## config.mk

```make
export PLATFORM = sky130hd
export DESIGN_NAME = dsa_sequencer
export DESIGN_NICKNAME = d
export VERILOG_FILES = /design/src/dsa_pkg.sv /design/src/dsa_sequencer.sv
export SDC_FILE = /design/constraint.sdc
export NUM_CORES = 1
export LEC_CHECK = 0
export BUFFER_PORTS_ARGS = -buffer_cell sky130_fd_sc_hd__buf_2
export CAP_MARGIN = 40
export CORE_ASPECT_RATIO = 1.1
export CORE_MARGIN = 2
export CORE_UTILIZATION = 45
export DETAILED_ROUTE_END_ITERATION = 16
export HOLD_SLACK_MARGIN = 0.15
export PLACE_DENSITY = 0.67
export SYNTH_ARGS = -nofsm -noshare
export SYNTH_HDL_FRONTEND = slang
export SYNTH_SLANG_ARGS = --single-unit
```

## constraint.sdc

```tcl
create_clock -name sys_clk -period 7.8 [get_ports sys_clk]
set_input_delay 1.17 -clock sys_clk [delete_from_list [all_inputs] [get_ports sys_clk]]
set_output_delay 1.17 -clock sys_clk [all_outputs]
set_load 0.005 [all_outputs]
```

## src/dsa_pkg.sv

```systemverilog
// Constants and types shared by the dual-slope converter sequencer
package dsa_pkg;
  localparam int CHARGE_CYC     = 4000; // Offset charge segments, clock periods
  localparam int OFFSET_MAX_CYC = 800;  // Upper bound of comparator offset count
  localparam int UP_CYC         = 2000; // Input up-ramp length, one count per clock
  localparam int EXTEND_CYC     = 4000; // Down-ramp extension, clock periods
  localparam int FULL_SCALE     = 1999; // Largest in-range reading
  localparam int UNDER_LIMIT    = 180;  // Readings below this are underrange
  localparam int LEAD_WEIGHT    = 1000; // Weight of the leading half digit
  localparam int DEC_BASE       = 10;   // Decimal radix for digit extraction
  localparam int MUX_DIV        = 80;   // Clocks per full digit scan
  localparam int DIGIT_COUNT    = 4;    // Leading half digit plus three full digits
  localparam int BLANK_CYC      = 2;    // Dark clocks between digit strobes
  localparam int BUF_DEPTH      = 2;    // Result buffer entries
  localparam int CNT_WIDTH      = 12;   // Width of segment and result counters

  // Conversion segments plus the hand-off to the result buffer
  typedef enum logic [2:0] {
    SEG_CHARGE1, SEG_OFFSET, SEG_CHARGE2, SEG_UP, SEG_DOWN, SEG_EXTEND, SEG_PUSH
  } dsa_seg_t;
endpackage

```

## src/dsa_sequencer.sv

```systemverilog
// Dual-slope converter sequencer, digit multiplexer and result buffer
`timescale 1ns/1ps
module dsa_sequencer
  import dsa_pkg::*;
#(
  parameter int CNT_W = CNT_WIDTH,  // Counter width
  parameter int DEPTH = BUF_DEPTH   // Result buffer depth
) (
  input  wire logic             sys_clk,       // System clock, 10 MHz
  input  wire logic             rst,           // Synchronous reset, active high
  input  wire logic             clkEn,         // Freezes all state while low
  input  wire logic             compIn,        // Comparator: integrator past threshold
  output logic                  integShort,    // Integrator shorted, offset charge
  output logic                  integInput,    // Integrate unknown input
  output logic                  integRef,      // Integrate reference
  output logic                  inputInvert,   // Input switch set for negative
  output logic                  refInvert,     // Reference switch set for negative
  output logic                  endOfConv,     // End-of-conversion pulse
  output logic                  overrangeN,    // Low while reading is overrange
  output logic                  digitStrobe1,  // Leading half digit select
  output logic                  digitStrobe2,  // Hundreds digit select
  output logic                  digitStrobe3,  // Tens digit select
  output logic                  digitStrobe4,  // Trailing digit select
  output logic                  digitBit0,     // Digit data bit 0
  output logic                  digitBit1,     // Digit data bit 1
  output logic                  digitBit2,     // Digit data bit 2
  output logic                  digitBit3,     // Digit data bit 3
  output logic                  resultValid,   // Buffered result available
  input  wire logic             resultReady,   // Receiver takes the result
  output logic [CNT_W-1:0]      resultCount,   // Buffered result count
  output logic                  resultNeg      // Buffered result polarity
);

  localparam int SLOT_CYC = MUX_DIV / DIGIT_COUNT;
  localparam int FILL_W   = $clog2(DEPTH + 1);
  localparam logic [CNT_W-1:0] CHG_LAST = CNT_W'(CHARGE_CYC - 1);
  localparam logic [CNT_W-1:0] OFF_LAST = CNT_W'(OFFSET_MAX_CYC - 1);
  localparam logic [CNT_W-1:0] UP_LAST  = CNT_W'(UP_CYC - 1);
  localparam logic [CNT_W-1:0] EXT_LAST = CNT_W'(EXTEND_CYC - 1);
  localparam logic [CNT_W-1:0] FULL_CNT = CNT_W'(FULL_SCALE);
  localparam logic [CNT_W-1:0] UNDER_CNT = CNT_W'(UNDER_LIMIT);
  localparam logic [CNT_W-1:0] LEAD_CNT = CNT_W'(LEAD_WEIGHT);
  localparam logic [CNT_W-1:0] TEN      = CNT_W'(DEC_BASE);
  localparam logic [CNT_W-1:0] HUNDRED  = CNT_W'(DEC_BASE * DEC_BASE);
  localparam logic [6:0] SCAN_LAST = 7'(MUX_DIV - 1);
  localparam logic [6:0] SCAN_EOC  = 7'(BLANK_CYC - 1);
  localparam logic [6:0] SLOT_LEN  = 7'(SLOT_CYC);
  localparam logic [6:0] BLANK_LEN = 7'(BLANK_CYC);
  localparam logic [FILL_W-1:0] FILL_MAX = FILL_W'(DEPTH);

  typedef struct packed {
    dsa_seg_t                    seg;        // Current segment
    logic [CNT_W-1:0]            segCnt;     // Clocks spent in segment
    logic [CNT_W-1:0]            offsetCnt;  // Latched comparator offset count
    logic [CNT_W-1:0]            resCnt;     // Result count being built
    logic                        tripped;    // Comparator crossed in segment six
    logic                        negLast;    // Polarity of previous conversion
    logic                        negNow;     // Polarity of this conversion
    logic                        compMeta;   // Synchroniser stage one
    logic                        compSync;   // Synchroniser stage two
    logic [CNT_W-1:0]            dispCount;  // Reading on display
    logic                        dispNeg;    // Polarity on display
    logic [6:0]                  scanCnt;    // Position in digit scan
    logic [3:0]                  digit;      // Digit data
    logic                        eoc;        // Conversion finished this clock
    logic [DEPTH-1:0][CNT_W:0]   bufWord;    // Buffer entries, polarity on top
    logic [FILL_W-1:0]           bufFill;    // Buffer occupancy
  } dsa_state_t;

  dsa_state_t r;
  dsa_state_t next_r;
  logic [3:0] strobeVec;
  logic [CNT_W-1:0] clampCnt;
  logic overRange;
  logic underRange;
  logic leadOne;

  // Reading classification for the leading digit code
  always_comb begin
    overRange  = r.dispCount > FULL_CNT;
    underRange = r.dispCount < UNDER_CNT;
    clampCnt   = overRange ? FULL_CNT : r.dispCount;
    leadOne    = clampCnt >= LEAD_CNT;
  end

  // Next-state logic for sequencer, buffer and multiplexer
  always_comb begin
    logic [CNT_W-1:0] low3;
    logic [6:0]       slot;
    next_r = r;
    low3   = '0;
    slot   = '0;
    next_r.compMeta = compIn;
    next_r.compSync = r.compMeta;
    next_r.eoc      = 1'b0;
    // Drain one entry when the receiver takes it
    if (resultReady && r.bufFill != '0) begin
      for (int i = 0; i < DEPTH - 1; i++) begin
        next_r.bufWord[i] = r.bufWord[i + 1];
      end
      next_r.bufFill = r.bufFill - 1'b1;
    end
    next_r.segCnt = r.segCnt + 1'b1;
    unique case (r.seg)
      SEG_CHARGE1, SEG_CHARGE2: begin
        if (r.segCnt == CHG_LAST) begin
          next_r.seg    = (r.seg == SEG_CHARGE1) ? SEG_OFFSET : SEG_UP;
          next_r.segCnt = '0;
        end
      end
      SEG_OFFSET: begin
        if (r.compSync || r.segCnt == OFF_LAST) begin
          next_r.offsetCnt = r.segCnt;
          next_r.seg       = SEG_CHARGE2;
          next_r.segCnt    = '0;
        end
      end
      SEG_UP: begin
        if (r.segCnt == UP_LAST) begin
          next_r.negNow  = r.negLast ^ ~r.compSync;
          next_r.seg     = SEG_DOWN;
          next_r.segCnt  = '0;
          next_r.resCnt  = '0;
          next_r.tripped = 1'b0;
        end
      end
      SEG_DOWN: begin
        if ({1'b0, r.segCnt} + 1'b1 >= {1'b0, r.offsetCnt}) begin
          next_r.seg    = SEG_EXTEND;
          next_r.segCnt = '0;
        end
      end
      SEG_EXTEND: begin
        if (!r.tripped) begin
          if (!r.compSync) next_r.tripped = 1'b1;
          else next_r.resCnt = r.resCnt + 1'b1;
        end
        if (r.segCnt == EXT_LAST) begin
          next_r.seg    = SEG_PUSH;
          next_r.segCnt = '0;
        end
      end
      default: begin
        // Illegal segment code falls back to a fresh conversion
        next_r.seg    = SEG_CHARGE1;
        next_r.segCnt = '0;
      end
      SEG_PUSH: begin
        next_r.segCnt = r.segCnt;
        if (next_r.bufFill < FILL_MAX) begin
          next_r.bufWord[next_r.bufFill[FILL_W-2:0]] = {r.negNow, r.resCnt};
          next_r.bufFill   = next_r.bufFill + 1'b1;
          next_r.dispCount = r.resCnt;
          next_r.dispNeg   = r.negNow;
          next_r.negLast   = r.negNow;
          next_r.eoc       = 1'b1;
          next_r.seg       = SEG_CHARGE1;
          next_r.segCnt    = '0;
        end
      end
    endcase
    // Scan restarts so the leading strobe follows end of conversion
    if (next_r.eoc) next_r.scanCnt = SCAN_EOC;
    else if (r.scanCnt == SCAN_LAST) next_r.scanCnt = '0;
    else next_r.scanCnt = r.scanCnt + 1'b1;
    // Digit data for the slot that the next scan position selects
    slot = next_r.scanCnt / SLOT_LEN;
    if (slot == 7'd0) begin
      next_r.digit[3] = ~leadOne;
      next_r.digit[2] = ~r.dispNeg;
      next_r.digit[0] = overRange | underRange;
      next_r.digit[1] = ~leadOne | overRange | underRange;
    end else begin
      low3 = leadOne ? clampCnt - LEAD_CNT : clampCnt;
      if (slot == 7'd1) next_r.digit = 4'(low3 / HUNDRED);
      else if (slot == 7'd2) next_r.digit = 4'((low3 % HUNDRED) / TEN);
      else next_r.digit = 4'(low3 % TEN);
    end
  end

  // State register, frozen while the clock enable is low
  always_ff @(posedge sys_clk) begin
    if (rst) begin
      r <= '0;
    end else if (clkEn) begin
      r <= next_r;
    end
  end

  // One strobe per digit, dark during the blanking clocks
  genvar g;
  generate
    for (g = 0; g < DIGIT_COUNT; g++) begin : g_strobe
      assign strobeVec[g] = (r.scanCnt / SLOT_LEN == 7'(g))
                          && (r.scanCnt % SLOT_LEN >= BLANK_LEN);
    end
  endgenerate

  // Output assignments
  assign digitStrobe1 = strobeVec[0];
  assign digitStrobe2 = strobeVec[1];
  assign digitStrobe3 = strobeVec[2];
  assign digitStrobe4 = strobeVec[3];
  assign digitBit0    = r.digit[0];
  assign digitBit1    = r.digit[1];
  assign digitBit2    = r.digit[2];
  assign digitBit3    = r.digit[3];
  assign endOfConv    = r.eoc & sys_clk;
  assign overrangeN   = ~overRange;
  assign integShort   = (r.seg == SEG_CHARGE1) || (r.seg == SEG_CHARGE2);
  assign integInput   = (r.seg == SEG_UP);
  assign integRef     = (r.seg == SEG_DOWN) || (r.seg == SEG_EXTEND);
  assign inputInvert  = r.negLast;
  assign refInvert    = r.negNow;
  assign resultValid  = (r.bufFill != '0);
  assign resultCount  = r.bufWord[0][CNT_W-1:0];
  assign resultNeg    = r.bufWord[0][CNT_W];
endmodule // dsa_sequencer

```

After elaboration in Yosys (flattened, before gate mapping)
Cells that the tools add are included.

word-level totals
  register bits after elaboration = 96
  input port bits = 5
  output and inout port bits = 29

operators by class
  add/sub/neg operators = 7
  div/mod/pow operators = 7
  magnitude comparators = 8
  eq/ne operators = 23
  muxes and demuxes = 26
  bitwise operators = 9
  reduce and logical (&&, ||, !) cells = 22

operators with widths
  kind                                                                                   number
  15-bit 2-to-1 mux                                                                      6
  15-bit one-hot mux with 6 select lines                                                 1
  29-bit 2-to-1 mux                                                                      2
  13-bit 2-to-1 mux                                                                      3
  12-bit 2-to-1 mux                                                                      3
  27-bit 2-to-1 mux                                                                      1
  26-bit bitwise mux                                                                     1
  13-bit one-hot mux with 2 select lines                                                 1
  12-bit by 1-bit adder with 12-bit output, second input constant                        2
  7-bit by 2-bit == test with 1-bit output, second input constant                        3
  7-bit by 5-bit divider with 7-bit output, second input constant                        2
  7-bit by 1-bit == test with 1-bit output, second input constant                        2
  7-bit logical NOT                                                                      2
  7-bit 2-to-1 mux                                                                       2
  2-bit inequality test, second input constant                                           7
  12-bit by 1-bit adder with 13-bit output, second input constant                        1
  13-bit demux with 1-bit select                                                         1
  13-bit by 12-bit greater-or-equal comparator with 1-bit output                         1
  12-bit by 4-bit divider with 12-bit output, second input constant                      1
  12-bit by 7-bit divider with 12-bit output, second input constant                      1
  12-bit by 10-bit == test with 1-bit output, second input constant                      1
  12-bit by 11-bit == test with 1-bit output, second input constant                      1
  12-bit == test, second input constant                                                  1
  12-bit by 10-bit greater-or-equal comparator with 1-bit output, second input constant  1
  34 further kinds                                                                       55

Longest topological paths before layout
  depth in word-level cells = 16
  depth in mapped cells = 25
  gate-level depth less buffers = 23

==> reports/metrics.cfg <==
[synth]
ys.warnings.count=0
synth_ff_type=dfxtp_1
yosysMostFrequentCell=nor2_1
synth_top_area_frac=0.2811
syn_area_um2=6837
synth_top_area_cell=dfxtp_1
synth.distinct_cells=91
synth_top_cells_by_area=dfxtp_1 28%, mux2i_1 7.3%, nor2_1 6.9%
synth.ff_latch_count=96
synth_edf_count=0
yosysSeqAreaShare=0.2811
synthTopCellsByCount=126 x nor2_1, 96 x dfxtp_1, 72 x nand2_1
syn_area_per_cell_um2=7.716
synth-async-reset-ratio=0
syn_nets=912
syn_inst=886

[setup_path]
r2r_setup_slack_ns=1.65
cp-startpoint=r[51]
cp-start-kind=flip-flop
r2r-end=digitBit2
crit_type=reg -> reg
worst_ep_required_time_ns=8.11
reg2regPathDepth=23
crit_end=digitBit2
r2r-start=r[51]
critical_path.max_fanout=14
crit_chain=o21ai_0 -> o21bai_1 -> inv_1 -> nand2_1 -> ha_1 -> nor3b_1 -> mux2_2 -> a221oi_1 -> nand2_1 -> mux2i_1 -> a211oi_1 -> o22ai_1 -> a21o_1 -> maj3_1 -> o221ai_1 -> and2_1 -> nor2_1 -> ha_1 -> o21ai_0 -> a222oi_1 -> a21boi_0 -> a21oi_1 -> nor3_1
endpoint_kind=flip-flop
crit_slowest_cell=dfxtp_1
cpPeakStageDelay_ns=0.60
arrival_ns=6.46

[timing]
maxSlewHeadroom=0.4008
fin_setup_tns_ns=0
worst_pin_slew_ns=0.8960
rsz0062_at_grt=no
drv_slew=0
finalSetupViolCount=0
skew_ns=0.004866
period_needed_ns=6.145
fin_crit_sh=0.7879
hold_violations=0
fmaxAchievable_mhz=162.7

[die]
die_x_um=121.5
die_h_um=133.3
die_area_um2=16200
start_util=0.4577
rows=47
coreArea_um2=14940
ios=34

[place]
numPortBuffers=33
dpl.hpwl_um=11450
routabilityCongestion=0.9016
dp_cells=1059

[outcome]
status=finished clean

[clock_network]
clk_pin_slew_ns=0.06
postCtsResizedCells=0
tritoncts=done
ctsHoldBuffers=0
worstSkewPairLatency_ns=0.45
cts_setup_buffers=0

[detailed_routing]
dr.first_iter.drc_count=484
antenna_left=0
dr.pass1.iters=5
vias=6344
viasPerCell=5.896
finalWirelength_um=16170
drc=0
routedWlPerCell_um=15.02

[worst_hold_path]
min_path_type=reg -> reg

[pwr]
cellPowerDensity_nw_per_um2=141.8
power_mw=1.042
p_leak_nw=2.842
irDropWorstVdd_uv=93.11

[final_layout]
post_route_cells_drive_above_1_share=0.1102
layout.nets=903
final_cells=1076
area_growth_pct=7.504
diodes=0

[grt]
grt_pass1_wl_um=27570
grt_overflow_total=0
grt_usage=0.2054
grt_pass1_vias=5864
grt_antenna_before_repair=0
grt_max_degree=53

[job]
drv_cap=0

worst min path at each step:
stage | cells after the start | from | slack (ns) | endpoint
after floorplan | 2 | r[42] | 0.43 | r[42]
after global placement | 2 | r[42] | 0.45 | r[42]
after detailed placement | 2 | r[42] | 0.46 | r[42]
after CTS | 2 | r[42] | 0.47 | r[42]
after global routing | 2 | r[42] | 0.49 | r[42]
final | 2 | r[42] | 0.46 | r[42]
layout make-up:
class	instances	area (um2)
fillers	1510	7587
multi-input cells	702	4534
flip-flops and latches	96	1922
clock buffers	14	319.1
well taps	196	245.2
repair buffers	38	209.0
inverters	26	97.59
clock inverters	4	22.52
critical path, delay by kind of cell, from the launching register on:
| kind | cells | cell delay (ns) |
|---|---|---|
| compound gates | 11 | 2.95 |
| fa+ha+maj | 3 | 0.90 |
| simple gates | 6 | 0.89 |
| flops | 1 | 0.60 |
| mux | 2 | 0.50 |
| buf+inv | 1 | 0.18 |
per-stage QoR:
stage / setup slack, ns / hold slack, ns / instance area, um2 / utilization
CTS: 1.787 / 0.4655 / 7350 / 0.4920
global route: 1.149 / 0.4889 / 7350 / 0.4920
detailed placement: 1.882 / 0.4569 / 7013 / 0.4695
floorplan: 2.587 / 0.4312 / 6837 / -
global placement: 2.117 / 0.4495 / 6987 / 0.4678
finish: 1.655 / 0.4624 / 7350 / 0.4920
cells by family (layout without fill, tap and decap cells):
| logic type | count (synthesis) | in the layout | share of synthesized area |
|---|---|---|---|
| AND/OR/NAND/NOR | 344 | 344 | 0.2462 |
| AO/OA/AOI/OAI | 239 | 239 | 0.2390 |
| buffers and inverters | 88 | 82 | 0.05619 |
| flip-flops | 96 | 96 | 0.2811 |
| adder cells (fa/ha/maj) | 22 | 22 | 0.03990 |
| multiplexers | 59 | 59 | 0.08895 |
| XOR/XNOR | 38 | 38 | 0.04868 |
placed cells by master, fill, tap and decap left out, types with 17 or more instances in the layout:
cell type / instances
nor2_1: 126
a211oi_1: 25
o21ai_0: 39
buf_2: 33
ha_1: 21
inv_1: 26
nand2_1: 72
a21oi_1: 51
nand3_1: 34
nand2b_1: 17
mux2i_1: 50
xnor2_1: 25
dfxtp_1: 96
routing by layer:
metal  global-route usage  vias to the layer above  part of all wire
li1                     -                     3182                 -
met1               0.2769                     2978              0.47
met2               0.3265                      162              0.46
met3              0.04538                       22             0.048
met4              0.06641                        0             0.017
met5                    0                        -                 0
report_power, final:
| group | internal [mW] | switching [mW] | leakage [nW] | total [mW] |
|---|---|---|---|---|
| logic | 0.0263 | 0.0351 | 1.89 | 0.0614 |
| registers | 0.498 | 0.00632 | 0.776 | 0.504 |
| clock network | 0.285 | 0.192 | 0.176 | 0.477 |
| total | 0.809 | 0.233 | 2.84 | 1.04 |
Power figures use the tool's default switching activity.
